### config.mk
export PLATFORM = sky130hd
export DESIGN_NAME = dq_ddr_quad_read
export DESIGN_NICKNAME = d
export VERILOG_FILES = /design/src/dq_pkg.sv /design/src/dq_ddr_quad_read.sv
export VERILOG_INCLUDE_DIRS = /design/src /design/src/src
export SDC_FILE = /design/constraint.sdc
export NUM_CORES = 1
export LEC_CHECK = 0
export ABC_AREA = 1
export BUFFER_PORTS_ARGS = -buffer_cell sky130_fd_sc_hd__buf_2
export CAP_MARGIN = 15
export CORE_ASPECT_RATIO = 0.5
export CORE_MARGIN = 3
export CORE_UTILIZATION = 45
export DETAILED_ROUTE_END_ITERATION = 12
export SYNTH_ARGS = -nofsm -noshare
export SYNTH_HDL_FRONTEND = slang
export SYNTH_SLANG_ARGS = --single-unit
### constraint.sdc
create_clock -name REF_CLK_IN -period 3.3 [get_ports REF_CLK_IN]
set_input_delay 0.33 -clock REF_CLK_IN [delete_from_list [all_inputs] [get_ports REF_CLK_IN]]
set_output_delay 0.33 -clock REF_CLK_IN [all_outputs]
set_load 0.1 [all_outputs]
### src/dq_map.svh
// constants of the double-rate quad read path
// What this block does
// - opcode EDh uses 3 or 4 address bytes per setting; EEh always 4
// - address nibbles arrive on IO0-IO3 on both clock edges and are captured on both
// - after address and mode, read data leaves as a nibble on every clock edge
// - latency field sets dummy cycles before data; I/O values then are ignored
// - reading starts at any byte and the address steps by one per byte
// - past the top array address the counter wraps to zero and output continues
// - when enabled the preamble occupies the four cycles just before first data
// - preamble is a programmable byte, same bit on all four lines, one bit per edge
// - in four-wire command mode the opcode arrives as two nibbles on rising edges
`ifndef DQ_MAP_SVH
`define DQ_MAP_SVH
`define DQ_OP_READ_SEL 8'hed
`define DQ_OP_READ_4B 8'hee
`define DQ_CMD_LAST_BIT 6'h07
`define DQ_CMD_LAST_NIB 6'h01
`define DQ_ADDR3_NIBS 6'h06
`define DQ_ADDR4_NIBS 6'h08
`define DQ_PRE_CYCLES 4'h4
`define DQ_PRE_EDGES 6'h08
`endif

### src/dq_pkg.sv
// types of the double-rate quad read path
package dq_pkg;
  typedef enum logic [2:0] {
    ST_IDLE,
    ST_CMD,
    ST_ADDR,
    ST_MODE,
    ST_DUMMY,
    ST_DATA,
    ST_IGNORE
  } dq_state_type;
endpackage
### src/dq_ddr_quad_read.sv
// device-side double-rate quad i/o read path
`timescale 1ns/10ps
`default_nettype none
`include "dq_map.svh"
module dq_ddr_quad_read #(
  parameter int ARRAY_AW = 24
) (
  input wire logic REF_CLK_IN,
  input wire logic RST_IN,
  input wire logic SCK_IN,
  input wire logic CS_N_IN,
  input wire logic [3:0] IO_IN,
  output logic [3:0] IO_OUT,
  output logic [3:0] IO_OE_OUT,
  input wire logic QUAD_EN_IN,
  input wire logic ADDR4_SEL_IN,
  input wire logic FOUR_WIRE_CMD_IN,
  input wire logic [3:0] LATENCY_IN,
  input wire logic PREAMBLE_EN_IN,
  input wire logic [7:0] PREAMBLE_IN,
  output logic [ARRAY_AW-1:0] MEM_ADDR_OUT,
  output logic MEM_RD_OUT,
  input wire logic [7:0] MEM_DATA_IN,
  output var dq_pkg::dq_state_type STATE_OUT
);
  import dq_pkg::*;

  // ==========================================================
  // pin synchronisers
  // limitation: edges are seen after sampling, so the serial clock must be
  // well below the reference clock; sampling cost is about three ref cycles
  logic sck_s1_r, sck_s2_r, sck_d_r;
  logic cs_s1_r, cs_s2_r;
  logic [3:0] io_s1_r, io_s2_r;

  always_ff @(posedge REF_CLK_IN or posedge RST_IN) begin
    if (RST_IN) begin
      sck_s1_r <= 1'b0;
      sck_s2_r <= 1'b0;
      sck_d_r <= 1'b0;
      cs_s1_r <= 1'b1;
      cs_s2_r <= 1'b1;
      io_s1_r <= 4'h0;
      io_s2_r <= 4'h0;
    end else begin
      sck_s1_r <= SCK_IN;
      sck_s2_r <= sck_s1_r;
      sck_d_r <= sck_s2_r;
      cs_s1_r <= CS_N_IN;
      cs_s2_r <= cs_s1_r;
      io_s1_r <= IO_IN;
      io_s2_r <= io_s1_r;
    end
  end

  // each edge pulse lasts one ref cycle, so every step fires once
  logic rise, fall, any_edge;
  assign rise = sck_s2_r & ~sck_d_r;
  assign fall = ~sck_s2_r & sck_d_r;
  assign any_edge = rise | fall;

  // ==========================================================
  // command state
  // no continuous read mode, so each command starts from the opcode
  dq_state_type state_r, state_nxt;
  logic [5:0] cnt_r, cnt_nxt;
  logic [5:0] nibs_r, nibs_nxt;
  logic [7:0] op_r, op_nxt;
  logic [31:0] cap_r, cap_nxt;
  logic [ARRAY_AW-1:0] addr_r, addr_nxt;
  logic [7:0] byte_r, byte_nxt;
  logic half_r, half_nxt;
  logic rd_r, rd_nxt;
  logic rd_wait_r, rd_wait_nxt;
  logic [3:0] io_r, io_nxt;
  logic [3:0] oe_r, oe_nxt;
  logic [5:0] ec, first, pidx, last_cmd;
  logic [3:0] neff;
  logic dummy_go;

  always_comb begin
    state_nxt = state_r;
    cnt_nxt = cnt_r;
    nibs_nxt = nibs_r;
    op_nxt = op_r;
    cap_nxt = cap_r;
    addr_nxt = addr_r;
    byte_nxt = byte_r;
    half_nxt = half_r;
    rd_nxt = 1'b0;
    rd_wait_nxt = rd_r;
    io_nxt = io_r;
    oe_nxt = oe_r;
    // short latency grows to fit the preamble
    neff = (PREAMBLE_EN_IN && LATENCY_IN < `DQ_PRE_CYCLES) ? `DQ_PRE_CYCLES : LATENCY_IN;
    first = {1'b0, neff, 1'b0};
    ec = (state_r == ST_MODE) ? 6'h00 : 6'(cnt_r + 6'h01);
    // preamble bit index counts from its first edge, msb first
    pidx = 6'(ec + `DQ_PRE_EDGES - first);
    dummy_go = (state_r == ST_MODE && fall && cnt_r != 6'h00) || (state_r == ST_DUMMY && any_edge);
    last_cmd = FOUR_WIRE_CMD_IN ? `DQ_CMD_LAST_NIB : `DQ_CMD_LAST_BIT;
    // fetched byte arrives one cycle after the read strobe
    if (rd_wait_r) begin
      byte_nxt = MEM_DATA_IN;
    end
    // chip select high aborts any phase and frees the lines at once
    if (cs_s2_r) begin
      state_nxt = ST_IDLE;
      cnt_nxt = 6'h00;
      oe_nxt = 4'h0;
    end else begin
      case (state_r)
        ST_IDLE: begin
          state_nxt = ST_CMD;
          cnt_nxt = 6'h00;
          op_nxt = 8'h00;
        end
        ST_CMD: begin
          if (rise) begin
            op_nxt = FOUR_WIRE_CMD_IN ? {op_r[3:0], io_s2_r} : {op_r[6:0], io_s2_r[0]};
            cnt_nxt = 6'(cnt_r + 6'h01);
            if (cnt_r == last_cmd) begin
              cnt_nxt = 6'h00;
              cap_nxt = 32'h0;
              // without quad enable the command is not served
              if (QUAD_EN_IN && (op_nxt == `DQ_OP_READ_SEL || op_nxt == `DQ_OP_READ_4B)) begin
                state_nxt = ST_ADDR;
                nibs_nxt = (op_nxt == `DQ_OP_READ_4B || ADDR4_SEL_IN) ? `DQ_ADDR4_NIBS : `DQ_ADDR3_NIBS;
              end else begin
                state_nxt = ST_IGNORE;
              end
            end
          end
        end
        ST_ADDR: begin
          // first nibble must come on a rising edge, the tail of the opcode cycle is skipped
          if (rise || (fall && cnt_r != 6'h00)) begin
            cap_nxt = {cap_r[27:0], io_s2_r};
            cnt_nxt = 6'(cnt_r + 6'h01);
            if (cnt_nxt == nibs_r) begin
              addr_nxt = cap_nxt[ARRAY_AW-1:0];
              rd_nxt = 1'b1;
              cnt_nxt = 6'h00;
              state_nxt = ST_MODE;
            end
          end
        end
        ST_MODE: begin
          // mode value is not examined: continuous mode is never entered
          if (rise && cnt_r == 6'h00) begin
            cnt_nxt = 6'h01;
          end
        end
        // dummy and data steps follow below; refused commands wait for chip select
        default: begin
        end
      endcase
      if (dummy_go) begin
        cnt_nxt = ec;
        state_nxt = ST_DUMMY;
        if (ec == first) begin
          io_nxt = byte_r[7:4];
          oe_nxt = 4'hf;
          half_nxt = 1'b1;
          state_nxt = ST_DATA;
        end else if (PREAMBLE_EN_IN && ec + `DQ_PRE_EDGES >= first) begin
          io_nxt = {4{PREAMBLE_IN[~pidx[2:0]]}};
          oe_nxt = 4'hf;
        end
      end
      // address steps after the upper nibble so the next fetch overlaps output
      if (state_r == ST_DATA && any_edge) begin
        if (half_r) begin
          io_nxt = byte_r[3:0];
          half_nxt = 1'b0;
          addr_nxt = ARRAY_AW'(addr_r + 1'b1);
          rd_nxt = 1'b1;
        end else begin
          io_nxt = byte_r[7:4];
          half_nxt = 1'b1;
        end
      end
    end
  end

  always_ff @(posedge REF_CLK_IN or posedge RST_IN) begin
    if (RST_IN) begin
      state_r <= ST_IDLE;
      cnt_r <= 6'h00;
      nibs_r <= `DQ_ADDR3_NIBS;
      op_r <= 8'h00;
      cap_r <= 32'h0;
      addr_r <= '0;
      byte_r <= 8'h00;
      half_r <= 1'b0;
      rd_r <= 1'b0;
      rd_wait_r <= 1'b0;
      io_r <= 4'h0;
      oe_r <= 4'h0;
    end else begin
      state_r <= state_nxt;
      cnt_r <= cnt_nxt;
      nibs_r <= nibs_nxt;
      op_r <= op_nxt;
      cap_r <= cap_nxt;
      addr_r <= addr_nxt;
      byte_r <= byte_nxt;
      half_r <= half_nxt;
      rd_r <= rd_nxt;
      rd_wait_r <= rd_wait_nxt;
      io_r <= io_nxt;
      oe_r <= oe_nxt;
    end
  end

  // every top output comes straight from a register
  assign IO_OUT = io_r;
  assign IO_OE_OUT = oe_r;
  assign MEM_ADDR_OUT = addr_r;
  assign MEM_RD_OUT = rd_r;
  assign STATE_OUT = state_r;
endmodule
`default_nettype wire

==> results.txt <==
CP startpoint kind - register
Clock insertion delay at the later pin of the skew report - 0.35 ns
Number of synthesized flops with an enable pin - 0
Core area - 12810 sq um
GPL Wtd Cong - 0.8576
Gate count of the mapped netlist - 824
Row count - 29
Final hold vios - 0
Final Net Count - 911
Total global-route track usage - 21.58%
# IOs - 68
Post-DR vias/cell - 5.347
Initial antenna violation count - 0
Hold path cells - 1
Starting density of the core - 46.66%
Htree depth - 3
Clock skew - 0.01353 ns
CP most frequent cell - nand2_1
Detailed Routing Iterations Pass 1 - 5
Reg clk slew, reported paths - 0.07 ns
Post-DP HPWL - 11.10 mm
Slowest CP cell - dfrtp_1
Hold endpoint - cs_s1_r$_DFF_PP1_
Antenna Violating Nets Remaining - 0
Remaining global-route overflow - 0
Setup Crit Path Kind - reg2reg
RSZ-0062 raised after global routing - no
P_sw - 2.111 mW
Async set or reset register ratio after synthesis - 100.0%
Syn_area_per_cell - 7.254 sq um
Sequential share of power - 33.3%
Reg2reg start - cnt_r[0]$_DFFE_PP0P_
Max_slew headroom - 45.60%
Commonest cells after routing, fill and taps aside - nand2_1 (224), nand3_1 (106), inv_1 (89), dfrtp_1 (88), buf_2 (67)
Final TNS setup - 0 ns
Via count - 5588
Reg-to-reg slack, setup - 0.60 ns
Critical path capture point type - register
Worst EP arrival - 2.94 ns
Register area share after synthesis - 38.16%
Min Tclk post-route - 2.696 ns
Fin crit share - 81.71%
Placed cells - 1028
Slew @ Worst Pin - 0.8152 ns
First-pass GRT wire length - 25.67 mm
Via count of the first global-routing pass - 5108
Clock share of power - 25.2%
Non-Filler Instances - 1045
Clock buffer depth - 2
Die Footprint - 14790 sq um
R2r endpoint - MEM_ADDR_OUT[21]$_DFFE_PP0N_
Max Fclk - 370.9 MHz
Tot Pwr - 4.452 mW
Max-cap violations - 0
Area share of the largest cell type after synthesis - 36.84%
Synth Warn # - 0
Buf/Inv on CP - 1
Final Max Tran Viols - 0
TritonCTS Buffers - 9
Commonest non-fill, non-tap cell in the layout - nand2_1
Leading area contributor after synthesis - dfrtp_1
Total Wirelength - 15.52 mm
Worst path max stage delay - 0.57 ns
CTS tree - built
Die width - 169.0 microns
R2r worst-path depth - 10
Final setup fails - 0
Area grow syn2layout - 11.30%
Antenna diode count - 0
CTS Root Cell - clkbuf_16
Internal power - 2.341 mW
Worst min path class - in2reg
Power share of the combinational group - 41.5%
DRC viols - 0
Largest net degree at the start of global routing - 68
Critical path's top delay family - simple AND/OR/NAND/NOR gates
Top cells by area, synth - dfrtp_1 (37%), nand2_1 (14%), nand3_1 (8.9%), inv_1 (5.7%), o21ai_0 (4.1%)
Syn Std Cell Area - 5977 sq um
Power Density - 669.3 nW/um^2
Crit-path max FO - 27
CP Data Required Time - 3.54 ns
Layout cell share with drive strength beyond 1 - 18.29%
Hold_sp - CS_N_IN
Leakage - 3.425 nW
Wire per inst - 14.85 microns
Num Clock Sinks - 91
Worst-path cell chain - inv_2 > ha_1 > nand3_1 > nand2_2 > a21oi_4 > nand4_4 > o21ai_0 > nand2_1 > nand2_1 > nand2_1
Sw Ratio - 47.42%
Die Y - 87.50 microns
DRT iter0 DRCs - 294
Syn_nets - 865
Top FF cell, synth - dfrtp_1
IO Port Bufs - 67
Peak supply drop - 0.3527 mV
Library cells used by synthesis - 49
Outcome - complete, no violations
Synth Register Bits - 91
state kept, by name, indices dropped and copies added (netlist names):
register / cells
sck_s2_r: 1
io_s2_r: 4
IO_OE_OUT: 1
cs_s2_r: 1
rd_wait_r: 1
half_r: 1
sck_d_r: 1
byte_r: 8
MEM_ADDR_OUT: 24
cs_s1_r: 1
STATE_OUT: 3
cap_r: 20
nibs_r: 2
io_s1_r: 4
MEM_RD_OUT: 1
cnt_r: 6
op_r: 7
IO_OUT: 4
sck_s1_r: 1
per-stage QoR:
stage	utilization (%)	worst slack [ns]	area [sq um]	hold slack (ns)
after detailed placement	49.36	0.6301	6322	0.3355
after global routing	51.94	0.3571	6653	0.07548
after global placement	49.36	0.7449	6322	0.3326
after CTS	51.94	0.6011	6653	0.07186
final	51.94	0.6036	6653	0.08386
after floorplan	-	0.6047	5977	0.3312
synthesized netlist by cell type (3+ instances only):
cell / instances
dfrtp_1: 88
a21oi_1: 26
o211ai_1: 5
ha_1: 9
buf_2: 10
nand4_2: 5
nand2_1: 224
buf_4: 9
o21ai_1: 19
nand3_2: 6
o21ai_0: 49
inv_1: 90
nand2_2: 9
inv_2: 9
o22ai_1: 3
and2_1: 3
a21oi_2: 4
dfstp_2: 3
clkbuf_1: 6
nand4_1: 29
buf_6: 8
buf_1: 5
nor2_2: 8
nand3_1: 106
mux2_2: 4
o21ai_2: 8
nor3_1: 7
nor2_1: 46
worst max path at each step:
| stage | cells after the start | endpoint | from |
|---|---|---|---|
| 4_1_cts | 10 | MEM_ADDR_OUT[21]$_DFFE_PP0N_ | cnt_r[0]$_DFFE_PP0P_ |
| 2_1_floorplan | 12 | IO_OUT[0]$_DFFE_PP0P_ | STATE_OUT[1]$_DFFE_PP0P_ |
| 3_5_place_dp | 10 | MEM_ADDR_OUT[21]$_DFFE_PP0N_ | cnt_r[0]$_DFFE_PP0P_ |
| 6_report | 10 | MEM_ADDR_OUT[21]$_DFFE_PP0N_ | cnt_r[0]$_DFFE_PP0P_ |
| 3_3_place_gp | 10 | MEM_ADDR_OUT[21]$_DFFE_PP0N_ | cnt_r[0]$_DFFE_PP0P_ |
| 5_1_grt | 10 | MEM_ADDR_OUT[21]$_DFFE_PP0N_ | cnt_r[0]$_DFFE_PP0P_ |
routing by layer:
layer,vias to the layer above,global-route usage [%],wire length (microns)
met5,-,0,0
met4,0,4.786,182
met3,15,4.442,753
met2,136,34.32,6882
met1,2642,30.65,7701
li1,2795,-,-
power groups by stage:
stage / combinational, mW / clock (mW) / sequential (mW)
final: 1.85 / 1.12 / 1.48
after global routing: 2.03 / 1.19 / 1.51
after CTS: 1.85 / 1.15 / 1.48
after detailed placement: 1.84 / 0 / 1.50
after global placement: 1.83 / 0 / 1.50
after floorplan: 1.05 / 0 / 1.97
what timing repair did:
item | 4_1_cts | 5_1_grt
hold endpoints to repair | 23 | 0
endpoints found under the setup margin | 0 | 0
buffers inserted | 0 | 0
hold buffers | 1 | 0
gates resized for setup | 0 | 0
area by class of cell:
cell class,instances,area [sq um]
fill,1287,6156
multi-input combinational,593,3049
sequential,91,2281
timing repair buffer,75,410.4
inverter,100,379.1
clock buffer,11,252.7
tap,170,212.7
clock inverter,5,67.56
kinds of logic (layout without fill, tap and decap cells):
kind of cell               count (synthesis)  after routing  synth area share, %
adders and majority gates                  9              9                1.884
AOI/OAI and AO/OA                        122            122                11.95
muxes                                      4              4               0.7536
and+or+nand+nor                          456            456                36.13
DFF                                       91             91                38.16
buffers and inverters                    140            191                10.82
xor gates and xnor gates                   2              2               0.2931
Power figures use the tool's default switching activity.
